$ cat src/logic/rsec_params.svh
`ifndef RSEC_PARAMS_SVH
`define RSEC_PARAMS_SVH

// Register offsets
`define RSEC_ADDR_MASK_A 8'h16
`define RSEC_ADDR_SRC_MASK_B 8'h17
`define RSEC_ADDR_EDGE_DLY 8'h18

// Reset images
`define RSEC_RST_MASK_A 8'h00
`define RSEC_RST_SRC_MASK_B 8'hc0
`define RSEC_RST_EDGE_DLY 8'h00

// Field positions in the second register
`define RSEC_B_MASK_SWB1_BIT 0
`define RSEC_B_MASK_SWB2_LDO1_BIT 1
`define RSEC_B_SRC_LSB 2
`define RSEC_B_SRC_MSB 4
`define RSEC_B_STEP_BIT 5

// Field positions in the third register
`define RSEC_D_ON_LSB 0
`define RSEC_D_ON_MSB 2
`define RSEC_D_OFF_LSB 3
`define RSEC_D_OFF_MSB 5

// Enable source codes
`define RSEC_SRC_PIN1 3'h0
`define RSEC_SRC_PIN2 3'h1
`define RSEC_SRC_PIN5 3'h2
`define RSEC_SRC_PIN4 3'h3
`define RSEC_SRC_PIN3 3'h4
`define RSEC_SRC_PIN3_4 3'h5
`define RSEC_SRC_PIN6 3'h6
`define RSEC_SRC_ALWAYS 3'h7

// Delay code to milliseconds
`define RSEC_DLY0_MS 7'h00
`define RSEC_DLY1_MS 7'h02
`define RSEC_DLY2_MS 7'h04
`define RSEC_DLY3_MS 7'h08
`define RSEC_DLY4_MS 7'h10
`define RSEC_DLY5_MS 7'h18
`define RSEC_DLY6_MS 7'h20
`define RSEC_DLY7_MS 7'h40

// Timebase
`define RSEC_CLK_HZ 125000000
`define RSEC_TICK_MS 1
`define RSEC_MS_CYCLES ((`RSEC_CLK_HZ / 1000) * `RSEC_TICK_MS)

`endif

$ cat src/logic/rsec_dummy_never.sv
`timescale 1ns/100ps
`default_nettype none
`default_nettype wire

$ cat src/logic/rsec_pkg.sv
package rsec_pkg;

    typedef logic [7:0] rsec_byte_t;
    typedef logic [9:0] rsec_pg_vec_t;
    typedef logic [5:0] rsec_pin_vec_t;
    typedef logic [6:0] rsec_ms_t;

    typedef enum logic [1:0] {
        RS_OFF,
        RS_WAIT_ON,
        RS_ON,
        RS_WAIT_OFF
    } rsec_state_t;

endpackage

$ cat src/logic/rsec_if.sv
`timescale 1ns/100ps
`default_nettype none

interface rsec_if;
    import rsec_pkg::*;

    logic req;
    logic ms_tick;
    rsec_ms_t on_ms;
    rsec_ms_t off_ms;
    logic restart;
    logic en;
    logic busy;
    rsec_ms_t remain;

    modport ctrl (
        output req, ms_tick, on_ms, off_ms,
        input restart, en, busy, remain
    );
    modport timer (
        input req, ms_tick, on_ms, off_ms,
        output restart, en, busy, remain
    );
endinterface

`default_nettype wire

$ cat src/logic/rsec_delay.sv
`timescale 1ns/100ps
`default_nettype none

module rsec_delay (
    input wire logic clk_i,  // System clock
    input wire logic srst_i, // Synchronous reset
    rsec_if.timer tmr        // Request, delays and timebase
);
    import rsec_pkg::*;

    rsec_state_t state_q, state_d;
    rsec_ms_t cnt_q, cnt_d;
    logic restart_d;

    wire last_ms = tmr.ms_tick && (cnt_q == 7'h01);

    always_comb begin
        state_d = state_q;
        cnt_d = cnt_q;
        restart_d = 1'b0;
        case (state_q)
            RS_OFF: begin
                if (tmr.req) begin
                    cnt_d = tmr.on_ms;
                    restart_d = 1'b1;
                    state_d = (tmr.on_ms == 7'h00) ? RS_ON : RS_WAIT_ON;
                end
            end
            RS_WAIT_ON: begin
                if (!tmr.req) begin
                    // Request dropped early: abandon the pending turn-on
                    cnt_d = 7'h00;
                    state_d = RS_OFF;
                end else if (last_ms) begin
                    cnt_d = 7'h00;
                    state_d = RS_ON;
                end else if (tmr.ms_tick) begin
                    cnt_d = cnt_q - 7'h01;
                end
            end
            RS_ON: begin
                if (!tmr.req) begin
                    cnt_d = tmr.off_ms;
                    restart_d = 1'b1;
                    state_d = (tmr.off_ms == 7'h00) ? RS_OFF : RS_WAIT_OFF;
                end
            end
            RS_WAIT_OFF: begin
                if (tmr.req) begin
                    cnt_d = 7'h00;
                    state_d = RS_ON;
                end else if (last_ms) begin
                    cnt_d = 7'h00;
                    state_d = RS_OFF;
                end else if (tmr.ms_tick) begin
                    cnt_d = cnt_q - 7'h01;
                end
            end
            default: begin
                cnt_d = 7'h00;
                state_d = RS_OFF;
            end
        endcase
    end

    always_ff @(posedge clk_i) begin
        if (srst_i) begin
            state_q <= RS_OFF;
            cnt_q <= 7'h00;
            tmr.restart <= 1'b0;
        end else begin
            state_q <= state_d;
            cnt_q <= cnt_d;
            tmr.restart <= restart_d;
        end
    end

    // Enable holds through the off delay, stays low through the on delay
    assign tmr.en = (state_q == RS_ON) || (state_q == RS_WAIT_OFF);
    assign tmr.busy = (state_q == RS_WAIT_ON) || (state_q == RS_WAIT_OFF);
    assign tmr.remain = cnt_q;
endmodule

`default_nettype wire

$ cat src/logic/rsec_top.sv
`timescale 1ns/100ps
`default_nettype none
`include "rsec_params.svh"

module rsec_top #(
    parameter int MS_CYCLES = `RSEC_MS_CYCLES // Clock cycles per ms
) (
    input wire logic clk_i,                        // 125 MHz clock
    input wire logic srst_i,                       // Sync reset
    input wire logic [7:0] reg_addr_i,             // Register offset
    input wire logic reg_wr_i,                     // Write strobe
    input wire logic reg_rd_i,                     // Read strobe
    input wire rsec_pkg::rsec_byte_t reg_wdata_i,  // Write data
    output logic [7:0] reg_rdata_o,                // Read data
    output logic reg_rvalid_o,                     // Read data valid
    output logic reg_err_o,                        // Unmapped access
    input wire rsec_pkg::rsec_pin_vec_t ctl_pin_i, // Control pins 1..6
    input wire rsec_pkg::rsec_pg_vec_t rail_pg_i,  // Other power-goods
    output logic rail6_en_o,                       // Delayed enable
    output logic rail6_step_25mv_o,                // Step size select
    output logic rail6_request_o,                  // Undelayed request
    output logic rail6_delay_busy_o                // Delay running
);
    import rsec_pkg::*;

    localparam int DIV_W = (MS_CYCLES > 1) ? $clog2(MS_CYCLES) : 1;
    localparam logic [DIV_W-1:0] DIV_LAST = DIV_W'(MS_CYCLES - 1);

    // Power-good input order
    localparam int PG_RAIL1 = 0;
    localparam int PG_LSW_A = 5;
    localparam int PG_LDO2 = 6;
    localparam int PG_LDO3 = 7;
    localparam int PG_SWB1 = 8;
    localparam int PG_SWB2_LDO1 = 9;
    localparam int PG_N = 10;

    rsec_byte_t mask_a_q;
    rsec_byte_t src_mask_b_q;
    rsec_byte_t edge_dly_q;
    logic [7:0] rdata_q;
    logic rvalid_q;
    logic err_q;
    logic [DIV_W-1:0] div_q;
    logic req_q;

    rsec_if tif ();

    // Register decode
    wire hit_a = (reg_addr_i == `RSEC_ADDR_MASK_A);
    wire hit_b = (reg_addr_i == `RSEC_ADDR_SRC_MASK_B);
    wire hit_d = (reg_addr_i == `RSEC_ADDR_EDGE_DLY);
    wire hit_any = hit_a || hit_b || hit_d;
    wire wr_a = reg_wr_i && hit_a;
    wire wr_b = reg_wr_i && hit_b;
    wire wr_d = reg_wr_i && hit_d;
    wire bad_access = (reg_wr_i || reg_rd_i) && !hit_any;
    wire [7:0] rd_mux = hit_a ? mask_a_q :
                        hit_b ? src_mask_b_q :
                        hit_d ? edge_dly_q : 8'h00;

    // Whole-byte storage keeps reserved bits readable and writable
    always_ff @(posedge clk_i) begin
        if (srst_i) begin
            mask_a_q <= `RSEC_RST_MASK_A;
            src_mask_b_q <= `RSEC_RST_SRC_MASK_B;
            edge_dly_q <= `RSEC_RST_EDGE_DLY;
        end else begin
            if (wr_a) begin
                mask_a_q <= reg_wdata_i;
            end
            if (wr_b) begin
                src_mask_b_q <= reg_wdata_i;
            end
            if (wr_d) begin
                edge_dly_q <= reg_wdata_i;
            end
        end
    end

    always_ff @(posedge clk_i) begin
        if (srst_i) begin
            rdata_q <= 8'h00;
            rvalid_q <= 1'b0;
            err_q <= 1'b0;
        end else begin
            rvalid_q <= reg_rd_i;
            err_q <= bad_access;
            if (reg_rd_i) begin
                rdata_q <= rd_mux;
            end
        end
    end

    // Fields
    wire [2:0] rail6_enable_source =
        src_mask_b_q[`RSEC_B_SRC_MSB:`RSEC_B_SRC_LSB];
    wire rail6_voltage_step = src_mask_b_q[`RSEC_B_STEP_BIT];
    wire [2:0] rail6_off_delay = edge_dly_q[`RSEC_D_OFF_MSB:`RSEC_D_OFF_LSB];
    wire [2:0] rail6_on_delay = edge_dly_q[`RSEC_D_ON_MSB:`RSEC_D_ON_LSB];
    wire mask_switch_b1_pg = src_mask_b_q[`RSEC_B_MASK_SWB1_BIT];
    wire mask_switch_b2_ldo1_pg = src_mask_b_q[`RSEC_B_MASK_SWB2_LDO1_BIT];

    // Mask vector aligned with rail_pg_i
    wire [PG_N-1:0] pg_mask;
    assign pg_mask[PG_LSW_A-1:PG_RAIL1] = mask_a_q[4:0];
    assign pg_mask[PG_LSW_A] = mask_a_q[5];
    assign pg_mask[PG_LDO2] = mask_a_q[6];
    assign pg_mask[PG_LDO3] = mask_a_q[7];
    assign pg_mask[PG_SWB1] = mask_switch_b1_pg;
    assign pg_mask[PG_SWB2_LDO1] = mask_switch_b2_ldo1_pg;

    // A masked rail counts as good; an unmasked one must really be good
    wire [PG_N-1:0] pg_term;
    genvar g;
    generate
        for (g = 0; g < PG_N; g++) begin : g_pg
            assign pg_term[g] = pg_mask[g] | rail_pg_i[g];
        end
    endgenerate
    wire pg_all_ok = &pg_term;

    // Enable source multiplexer
    logic pin_sel;
    always_comb begin
        case (rail6_enable_source)
            `RSEC_SRC_PIN1: pin_sel = ctl_pin_i[0];
            `RSEC_SRC_PIN2: pin_sel = ctl_pin_i[1];
            `RSEC_SRC_PIN5: pin_sel = ctl_pin_i[4];
            `RSEC_SRC_PIN4: pin_sel = ctl_pin_i[3];
            `RSEC_SRC_PIN3: pin_sel = ctl_pin_i[2];
            `RSEC_SRC_PIN3_4: pin_sel = ctl_pin_i[2] & ctl_pin_i[3];
            `RSEC_SRC_PIN6: pin_sel = ctl_pin_i[5];
            `RSEC_SRC_ALWAYS: pin_sel = 1'b1;
            default: pin_sel = 1'b0;
        endcase
    end

    wire enable_cond = pin_sel & pg_all_ok;

    function automatic rsec_ms_t dly_ms(input logic [2:0] code);
        case (code)
            3'h0: dly_ms = `RSEC_DLY0_MS;
            3'h1: dly_ms = `RSEC_DLY1_MS;
            3'h2: dly_ms = `RSEC_DLY2_MS;
            3'h3: dly_ms = `RSEC_DLY3_MS;
            3'h4: dly_ms = `RSEC_DLY4_MS;
            3'h5: dly_ms = `RSEC_DLY5_MS;
            3'h6: dly_ms = `RSEC_DLY6_MS;
            3'h7: dly_ms = `RSEC_DLY7_MS;
            default: dly_ms = `RSEC_DLY0_MS;
        endcase
    endfunction

    // Request registered once so the timer sees a clean level
    always_ff @(posedge clk_i) begin
        if (srst_i) begin
            req_q <= 1'b0;
        end else begin
            req_q <= enable_cond;
        end
    end

    // Millisecond divider, realigned whenever a delay starts
    // No tick in the restart cycle, so a new delay never loses its first ms
    wire tick = (div_q == DIV_LAST) && !tif.restart;
    always_ff @(posedge clk_i) begin
        if (srst_i || tif.restart) begin
            div_q <= '0;
        end else if (tick) begin
            div_q <= '0;
        end else begin
            div_q <= div_q + DIV_W'(1);
        end
    end

    assign tif.req = req_q;
    assign tif.ms_tick = tick;
    assign tif.on_ms = dly_ms(rail6_on_delay);
    assign tif.off_ms = dly_ms(rail6_off_delay);

    rsec_delay u_delay (
        .clk_i (clk_i),
        .srst_i (srst_i),
        .tmr (tif)
    );

    assign reg_rdata_o = rdata_q;
    assign reg_rvalid_o = rvalid_q;
    assign reg_err_o = err_q;
    assign rail6_en_o = tif.en;
    // Held value only; software is expected to leave it alone at runtime
    assign rail6_step_25mv_o = rail6_voltage_step;
    assign rail6_request_o = req_q;
    assign rail6_delay_busy_o = tif.busy;
endmodule

`default_nettype wire

$ cat config.mk
export PLATFORM = sky130hd
export DESIGN_NAME = rsec_top
export DESIGN_NICKNAME = d
export VERILOG_FILES = /design/src/logic/rsec_dummy_never.sv /design/src/logic/rsec_pkg.sv /design/src/logic/rsec_if.sv /design/src/logic/rsec_delay.sv /design/src/logic/rsec_top.sv
export VERILOG_INCLUDE_DIRS = /design/src /design/src/logic
export SDC_FILE = /design/constraint.sdc
export NUM_CORES = 1
export LEC_CHECK = 0
export BUFFER_PORTS_ARGS = -buffer_cell sky130_fd_sc_hd__buf_2
export CAP_MARGIN = 25
export CORE_ASPECT_RATIO = 1.25
export CORE_UTILIZATION = 25
export CTS_BUF_LIST = sky130_fd_sc_hd__clkbuf_8
export CTS_CLUSTER_SIZE = 28
export DETAILED_ROUTE_END_ITERATION = 6
export GPL_ROUTABILITY_DRIVEN = 0
export MAX_ROUTING_LAYER = met4
export SYNTH_ARGS = -nofsm -noshare
export SYNTH_HDL_FRONTEND = slang
export SYNTH_SLANG_ARGS = --single-unit
$ cat constraint.sdc
create_clock -name clk_i -period 4.5 [get_ports clk_i]
set_clock_uncertainty 0.05 [all_clocks]
set_input_delay 0.225 -clock clk_i [delete_from_list [all_inputs] [get_ports clk_i]]
set_output_delay 0.225 -clock clk_i [all_outputs]
set_load 0.01 [all_outputs]
**Word level (Yosys, flattened, before mapping)**

Memory sizes are Yosys's and may differ from the RTL's. A register that Yosys moved wholly into a read port is not among the register bits.
Cells that the tools add are included.

- Bits in registers: 62
- Bits in read-only memories: 96
- Output and inout bits: 14
- Memories: 2

- Add/sub/neg operators: 2
- Equality and inequality tests: 19
- Multiplexer cells: 27
- Bitwise operators: 12
- Reduce and logical (&&, ||, !) cells: 22

Memory list:

| name | depth | width | read ports | clocked after Yosys merged registers in | write ports | line | source |
|---|---|---|---|---|---|---|---|
| (name not given) | 8 | 6 | 1 | 1 | 0 | rsec_top.sv:142 | `case (code)` |
| (name not given) | 8 | 6 | 1 | 1 | 0 | rsec_top.sv:142 |  |

Operators by type and width:

| kind | number |
|---|---|
| 2-to-1 mux 7 bit | 6 |
| one-hot mux 7 bit (4 select lines) | 1 |
| equality test 8 x 5 -> 1 bit, second input constant | 3 |
| 2-to-1 mux 8 bit | 3 |
| adder 17 x 1 -> 17 bit, second input constant | 1 |
| equality test 17 bit, second input constant | 1 |
| 2-to-1 mux 2 bit | 8 |
| zero test 7 bit | 2 |
| equality test 3 bit, second input constant | 4 |
| 2-to-1 mux 3 bit | 4 |
| OR 1 bit | 10 |
| AND reduction 10 bit | 1 |
| one-hot mux 1 bit (8 select lines) | 1 |
| one-hot mux 2 bit (4 select lines) | 1 |
| equality test 7 x 1 -> 1 bit, second input constant | 1 |
| subtractor 7 x 1 -> 7 bit, second input constant | 1 |
| equality test 3 x 2 -> 1 bit, second input constant | 2 |
| logical AND 1 bit | 6 |
| logical OR 1 bit | 6 |
| inequality test 3 x 2 -> 1 bit, second input constant | 2 |
| equality test 2 bit, second input constant | 2 |
| inequality test 2 bit, second input constant | 2 |
| AND reduction 4 bit | 1 |
| equality test 3 x 1 -> 1 bit, second input constant | 1 |
| other kinds (9) | 12 |

**Depth between registers and ports, before layout**

Gate-level depths: netlist of run 1.

- Word-level depth: 6
- Gate-level depth with buffers: 8
- Gate-level depth less buffers: 7

**Modules after synthesis**

Synthesis of run 1 repeated with hierarchy kept, for this count alone.

- Cells, all modules: 408
- Area, all modules: 3638.5 µm²

Modules (own cells, without submodules):

| module | instances | cells an instance | area an instance (µm²) |
|---|---|---|---|
| rsec_top | 1 | 316 | 2870.3 |
| rsec_delay | 1 | 92 | 768.2 |

**Least setup slack after synthesis of run 1**

No wires, ideal clock.

- Path kind: input-to-reg
- From: in reg_addr_i[5]
- To: reg, netlist name tif.off_ms[6]
- Setup time: 60 ps
- Data arrival time: 1951 ps
- Data required time: 4390 ps
- Slack: 2439 ps
- Stages on the path: 7
- Path through: or4b_1 buf_2 or3_4 buf_6 mux2i_4 nor2_1 and3_1

- Longest elaborated chain between the ends: 4

Ends and longest elaborated chain:

| element | line | source |
|---|---|---|
| from (decl) | rsec_top.sv:10 | `input wire logic [7:0] reg_addr_i,` |
| equality test 8 x 5 -> 1 bit (no source line) | - |  |
| logical AND 1 bit | rsec_top.sv:56 | `wire wr_d = reg_wr_i && hit_d;` |
| 2-to-1 mux 3 bit (no source line) (2 in series) | - |  |

No other way between the ends.
A chain may end at the register's enable or synchronous reset.

**Final worst setup path of run 1**

- From: reg u_delay.cnt_q[1], in the netlist u_delay.tmr.remain[1]
- To: reg u_delay.state_q[1]

- Longest elaborated chain between the ends: 4
- Elaborated cells on any way between the ends: 5
- Those cells by class: 3 x eq/ne; 2 x reduce/logical

Ends and longest elaborated chain:

| element | line | source |
|---|---|---|
| from (decl) | rsec_delay.sv:12 | `rsec_ms_t cnt_q, cnt_d;` |
| from (signal assigned) | rsec_delay.sv:73 | `cnt_q <= cnt_d;` |
| equality test 7 x 1 -> 1 bit (*) | rsec_delay.sv:15 | `wire last_ms = tmr.ms_tick && (cnt_q == 7'h01);` |
| logical AND 1 bit (*) | rsec_delay.sv:15 |  |
| inequality test 3 x 2 -> 1 bit (no source line) | - |  |
| AND reduction 4 bit (no source line) (*) | - |  |
| to (signal assigned) | rsec_delay.sv:72 | `state_q <= state_d;` |
| to (decl) | rsec_delay.sv:11 | `rsec_state_t state_q, state_d;` |

Every way passes the cells marked *; elsewhere a longest branch is shown, timed or not.

==> flow_summary.json, run 1 <==
{
  "endpoint": "u_delay.state_q[1]",
  "dr.pass1.iters": 6,
  "postRouteAntennaNets": 0,
  "synth.distinct_cells": 54,
  "area_growth_pct": 15.7,
  "cp_num_cells": 7,
  "clock-root-buffer": "clkbuf_8",
  "fin_ws_ps": 2230,
  "leakagePower_uw": 0.00144,
  "yosysSeqAreaShare_pct": 41.9,
  "cts-resized-gates": 0,
  "min_period_ps": 2270,
  "worst-setup-path-type": "register to register",
  "cts.clk_slew.worst_paths_ps": 80,
  "grt-ovfl-total": 0,
  "num_vias": 3144,
  "finalHoldViolCount": 0,
  "ys_ff_latch": 74,
  "final_util_pct": 29.6,
  "dieHeight_um": 135,
  "clockBufferDepth": 2,
  "drive_above_1_share_pct": 17.3,
  "synth_edf_count": 0,
  "setup_viol": 0,
  "num-fill-cells": 1486,
  "yosysMostFrequentCell": "dfxtp_1",
  "synthTopCellsByArea": "dfxtp_1 (42%), nor2_1 (6.5%), nand2_1 (4.6%)",
  "p_seq_share_pct": 56.7,
  "synthArstFlopShare_pct": 0,
  "dieArea_mm2": 0.0146,
  "sw_frac_of_total_pct": 23.7,
  "fmax_ghz": 0.441,
  "rsz0062_at_grt": "false",
  "grt_pass1_vias": 2988,
  "use_met3_pct": 2.65,
  "wirelength_um": 8430,
  "cts_setup_buffers": 0,
  "ir_drop_mv": 0.167,
  "critPathSlowestCell": "o21ai_0",
  "clkLatencyLatePin_ps": 350,
  "path_buf_inv": 1,
  "row_count": 48,
  "num_antenna_cells": 0,
  "wl_per_cell_um": 13.2,
  "yosys_warnings": 0,
  "grt_pass1_wl_um": 13900,
  "coreArea_mm2": 0.0138,
  "hold_path.class": "input port to register",
  "vias_per_cell": 4.93,
  "p_sw_uw": 279,
  "cp-start-kind": "register",
  "cts_tree": "yes",
  "p_per_area_mw_per_mm2": 288,
  "tightest_slew_ps": 1040,
  "die_w_um": 108,
  "cp_cell_sequence": "inv_1 > ha_1 > nor4b_1 > nand4_1 > o21ai_0 > mux2i_1 > a21oi_1",
  "finalCritPeriodShare_pct": 50.4,
  "end_kind": "register",
  "cp_data_arrival_time_ps": 2410,
  "htreeDepth": 3,
  "cts.sinks": 74,
  "synth_largest_area_cell": "dfxtp_1",
  "io_buffers": 49,
  "synth_area_per_cell_um2": 8.51,
  "p_int_uw": 896,
  "worst_ep_required_time_ps": 4640,
  "synth-main-ff-cell": "dfxtp_1",
  "nNetsFinal": 497,
  "dp_slack_ps": 2120,
  "tns_ps": 0,
  "reg2reg_depth": 7,
  "ctsHoldBuffers": 0,
  "cap_viol_max_count": 0,
  "syn_inst": 415,
  "design.portCount": 50,
  "cp-startpoint": "u_delay.tmr.remain[1]",
  "comb_power_share_pct": 5.8,
  "slowest_delay_ps": 500,
  "min_path_cells": 3,
  "numCtsBuffers": 9,
  "status": "finished clean",
  "synth.top_cells.by_count": "dfxtp_1 (74), nor2_1 (61), nand2_1 (43)",
  "cpLargestDelayFamily": "simple AND/OR/NAND/NOR gates",
  "worstPathMaxFanout": 4,
  "post-synth-top-area-fraction_pct": 41.9,
  "gr-max-usage-layer": "met2",
  "initial_core_util_pct": 25.6,
  "reg2reg_setup_slack_ps": 2230,
  "gr-usage-met2_pct": 20.6,
  "grt.total_usage_pct": 12.3,
  "r2r-start": "u_delay.tmr.remain[1]",
  "drc_errors": 0,
  "met1_usage_pct": 13.8,
  "syn_nets": 454,
  "slew_headroom_pct": 30.7,
  "antenna_found_initial": 0,
  "syn-cell-area_mm2": 0.00353,
  "finalMaxSlewViolations": 0,
  "rr_endpoint": "u_delay.state_q[1]",
  "hpwl_um": 6200,
  "clockPowerShare_pct": 37.5,
  "drt_iter0_markers": 154,
  "grt_max_degree": 54
}
-- worst reg2reg max path: stages, from the launching register on --
cell	delay, ps
dfxtp_1	330
inv_1	130
ha_1	190
nor4b_1	430
nand4_1	160
o21ai_0	500
mux2i_1	260
a21oi_1	70
-- area by class of cell --
class	instances	area, µm²	area share (%)
timing repair buffer	51	260	6.37
sequential	74	1480	36.2
tap	175	219	5.36
inverter	9	33.8	0.826
multi-input combinational	313	1930	47.2
clock inverter	6	26.3	0.643
clock buffer	10	138	3.37
-- worst min path at each step --
stage / from / endpoint / slack, ps
floorplan: reg_wdata_i[0] / mask_a_q[0] / 320
global placement: div_q[0] / div_q[0] / 370
detailed placement: div_q[0] / div_q[0] / 380
CTS: reg_wdata_i[6] / edge_dly_q[6] / 90
global route: reg_wdata_i[6] / edge_dly_q[6] / 120
finish: reg_wdata_i[6] / edge_dly_q[6] / 110
-- cell usage in the layout (no fill, tap or decap), types with 3 or more instances in the layout --
cell type	instances
dfxtp_1	74
nor2_1	61
buf_2	49
nand2_1	43
a21oi_1	25
nand3_1	19
nor3_1	19
mux2i_1	14
inv_1	12
o21ai_0	11
xor2_1	10
clkbuf_8	10
a21boi_0	8
a311oi_1	8
o22ai_1	8
xnor2_1	6
and3_1	6
nor2b_1	6
nand4_1	6
nand3b_1	5
a221oi_1	4
or3_1	4
a31oi_1	4
a22o_1	3
ha_1	3
clkinv_2	3
-- logic make-up after synthesis --
group                      share of synthesized area [%]
AOI/OAI and AO/OA                                   15.9
xor gates and xnor gates                            3.97
adders and majority gates                           1.06
buffers and inverters                               3.47
DFF                                                 41.9
muxes                                               5.95
and+or+nand+nor                                     27.8
-- power groups by stage --
stage	sequential [µW]	clock [µW]	combinational, µW
2_1_floorplan	683	0	33.4
3_3_place_gp	681	0	66.4
3_5_place_dp	681	0	68.4
4_1_cts	666	455	68.9
5_1_grt	667	481	75.7
6_report	666	441	68.3
-- registers in the layout, summed over array words and instances, names as in the netlist --
register             cells
u_delay.state_q          2
src_mask_b_q             8
u_delay.tmr.remain       7
reg_rdata_o              8
reg_err_o                1
div_q                   17
u_delay.tmr.restart      1
tif.off_ms               6
tif.on_ms                6
edge_dly_q               8
mask_a_q                 8
rail6_request_o          1
reg_rvalid_o             1
-- per-layer routing --
metal | share of wire [%] | vias up | wire length, µm
met5 | 0 | - | 0
met4 | 1.8 | 0 | 153
met3 | 4.7 | 15 | 394
met2 | 49 | 100 | 4150
met1 | 44 | 1459 | 3740
li1 | - | 1570 | -
-- stage by stage --
step,total power [µW],instance area (µm²),hold WS (ps),std cells
final,1180,4090,108,638
after global routing,1220,4090,116,638
after floorplan,716,3530,322,415
after CTS,1190,4090,90.2,638
after global placement,747,3920,373,621
after detailed placement,749,3920,385,622
(Power assumes the default switching activity.)
==> run 2, diff against run 1 <==
==> constraint.sdc (replaced) <==
create_clock -name clk_i -period 2 [get_ports clk_i]
set_clock_uncertainty 0.05 [all_clocks]
set_input_delay 0.1 -clock clk_i [delete_from_list [all_inputs] [get_ports clk_i]]
set_output_delay 0.1 -clock clk_i [all_outputs]
set_load 0.01 [all_outputs]
==> run 2 against run 1 <==
Against the previous run: cell area rose by 6.2%; flip-flop and latch count did not move; utilization rose by 1.8 points; power rose by 150%; largest power group unchanged.
==> flow_summary.json, run 2 (synthesis results as in run 1) <==
{
  "hold_path.class": "input port to register",
  "stdcell_count": 661,
  "cap_viol_max_count": 0,
  "place_inst": 640,
  "clockBufferDepth": 2,
  "dp_slack_ps": -13.1,
  "clkLatencyLatePin_ps": 340,
  "grt_max_degree": 36,
  "htreeDepth": 3,
  "grt-ovfl-total": 0,
  "grt_pass1_wl_um": 14800,
  "finalMaxSlewViolations": 0,
  "drt_iter0_markers": 134,
  "design.portCount": 50,
  "cp_data_arrival_time_ps": 2040,
  "setup_viol": 0,
  "wirelength_um": 8730,
  "p_per_area_mw_per_mm2": 665,
  "io_buffers": 49,
  "antenna_found_initial": 0,
  "drc_errors": 0,
  "top_register": "div_q",
  "finalHoldViolCount": 0,
  "num_vias": 3225,
  "cts.clk_slew.worst_paths_ps": 80,
  "dieHeight_um": 135,
  "worstPathMaxFanout": 4,
  "hpwl_um": 6480,
  "layout_commonest_cell": "dfxtp_1",
  "ir_drop_mv": 0.292,
  "finalCritPeriodShare_pct": 92.5,
  "leakagePower_uw": 0.00156,
  "slew_headroom_pct": 52.5,
  "cp-startpoint": "u_delay.tmr.remain[1]",
  "grt_pass1_vias": 3114,
  "nNetsFinal": 520,
  "vias_per_cell": 4.88,
  "numCtsBuffers": 9,
  "initial_core_util_pct": 25.6,
  "hold_path_startpoint": "reg_wdata_i[1]",
  "grt.total_usage_pct": 13.1,
  "r2r-start": "u_delay.tmr.remain[1]",
  "coreArea_mm2": 0.0138,
  "cts.sinks": 74,
  "postRouteAntennaNets": 0,
  "worst_ep_required_time_ps": 2190,
  "cts_tree": "yes",
  "cp-start-kind": "register",
  "die_w_um": 108,
  "min_period_ps": 1850,
  "largest_register_ffs": 17,
  "drive_above_1_share_pct": 22.2,
  "tightest_slew_ps": 712,
  "row_count": 48,
  "fin_ws_ps": 149,
  "num_antenna_cells": 0,
  "status": "finished clean",
  "dieArea_mm2": 0.0146,
  "fmax_ghz": 0.540,
  "dr.pass1.iters": 5,
  "final_cell_mix": "dfxtp_1 (72), nor2_1 (61), buf_2 (49), nand2_1 (43), a21oi_1 (25)",
  "end_kind": "register",
  "clock-root-buffer": "clkbuf_8",
  "wl_per_cell_um": 13.2,
  "worst-setup-path-type": "register to register",
  "area_growth_pct": 22.8
}
-- run 2: cell types whose count changed in the layout (fill, tap and decap cells not counted), sizes merged --
cell,previous run,this run
inv,12,11
bufinv,0,1
buf,51,71
dlygate4sd3,0,3
-- run 2: final cells by class --
type	instances	area, µm²
Inverter	9	33.8
Clock buffer	10	138
Fill cell	1480	9470
Clock inverter	6	73.8
Multi-Input combinational cell	313	1940
Tap cell	175	219
Timing Repair Buffer	74	453
Sequential cell	74	1480
-- run 2: stage by stage --
| stage | setup TNS [ps] | utilization (%) | area (µm²) | hold slack, ps | power, µW |
|---|---|---|---|---|---|
| 2_1_floorplan | 0 | - | 3530 | 197 | 1610 |
| 3_3_place_gp | 0 | 29.5 | 4070 | 336 | 1690 |
| 3_5_place_dp | -20.6 | 29.5 | 4070 | 342 | 1690 |
| 4_1_cts | 0 | 31.2 | 4310 | 6.97 | 2920 |
| 5_1_grt | -14.0 | 31.4 | 4340 | 24.1 | 3010 |
| 6_report | 0 | 31.4 | 4340 | 19.0 | 2890 |
-- run 2: metal layers --
metal,share of wire (%),global-route usage (%),up-vias
li1,-,-,1616
met1,43,14.8,1516
met3,3.7,2.56,14
met2,51,22.6,79
met4,1.7,4.88,0
met5,0,-,-
-- run 2: worst max-delay path: stages (launching register included) --
cell and delay, ps:
dfxtp_1 370, inv_1 70, ha_1 190, nor4b_1 140, buf_4 140, nand4_1 80, o21ai_0 80, buf_4 160
a31o_2 210, a221oi_1 260
-- run 2: report_power, final --
group | switching [µW] | internal (µW)
clock | 598 | 626
sequential | 9.74 | 1490
combinational | 93.1 | 72.7
total | 700 | 2190
-- run 2: timing repair --
action                                  CTS  global route
hold buffers                              3             0
endpoints found under the hold margin     5             0
endpoints found under the setup margin    0             5
resized for setup                         0             5
setup buffers                             0             2
-- run 2: path summary, 6_finish.rpt --
path,slack (ps),cells after the start,to
worst min register to register,370,1,div_q[0]
worst max register to register,150,9,u_delay.tmr.remain[3]
worst min-delay path,20,3,src_mask_b_q[1]
worst max-delay path,150,9,u_delay.tmr.remain[3]
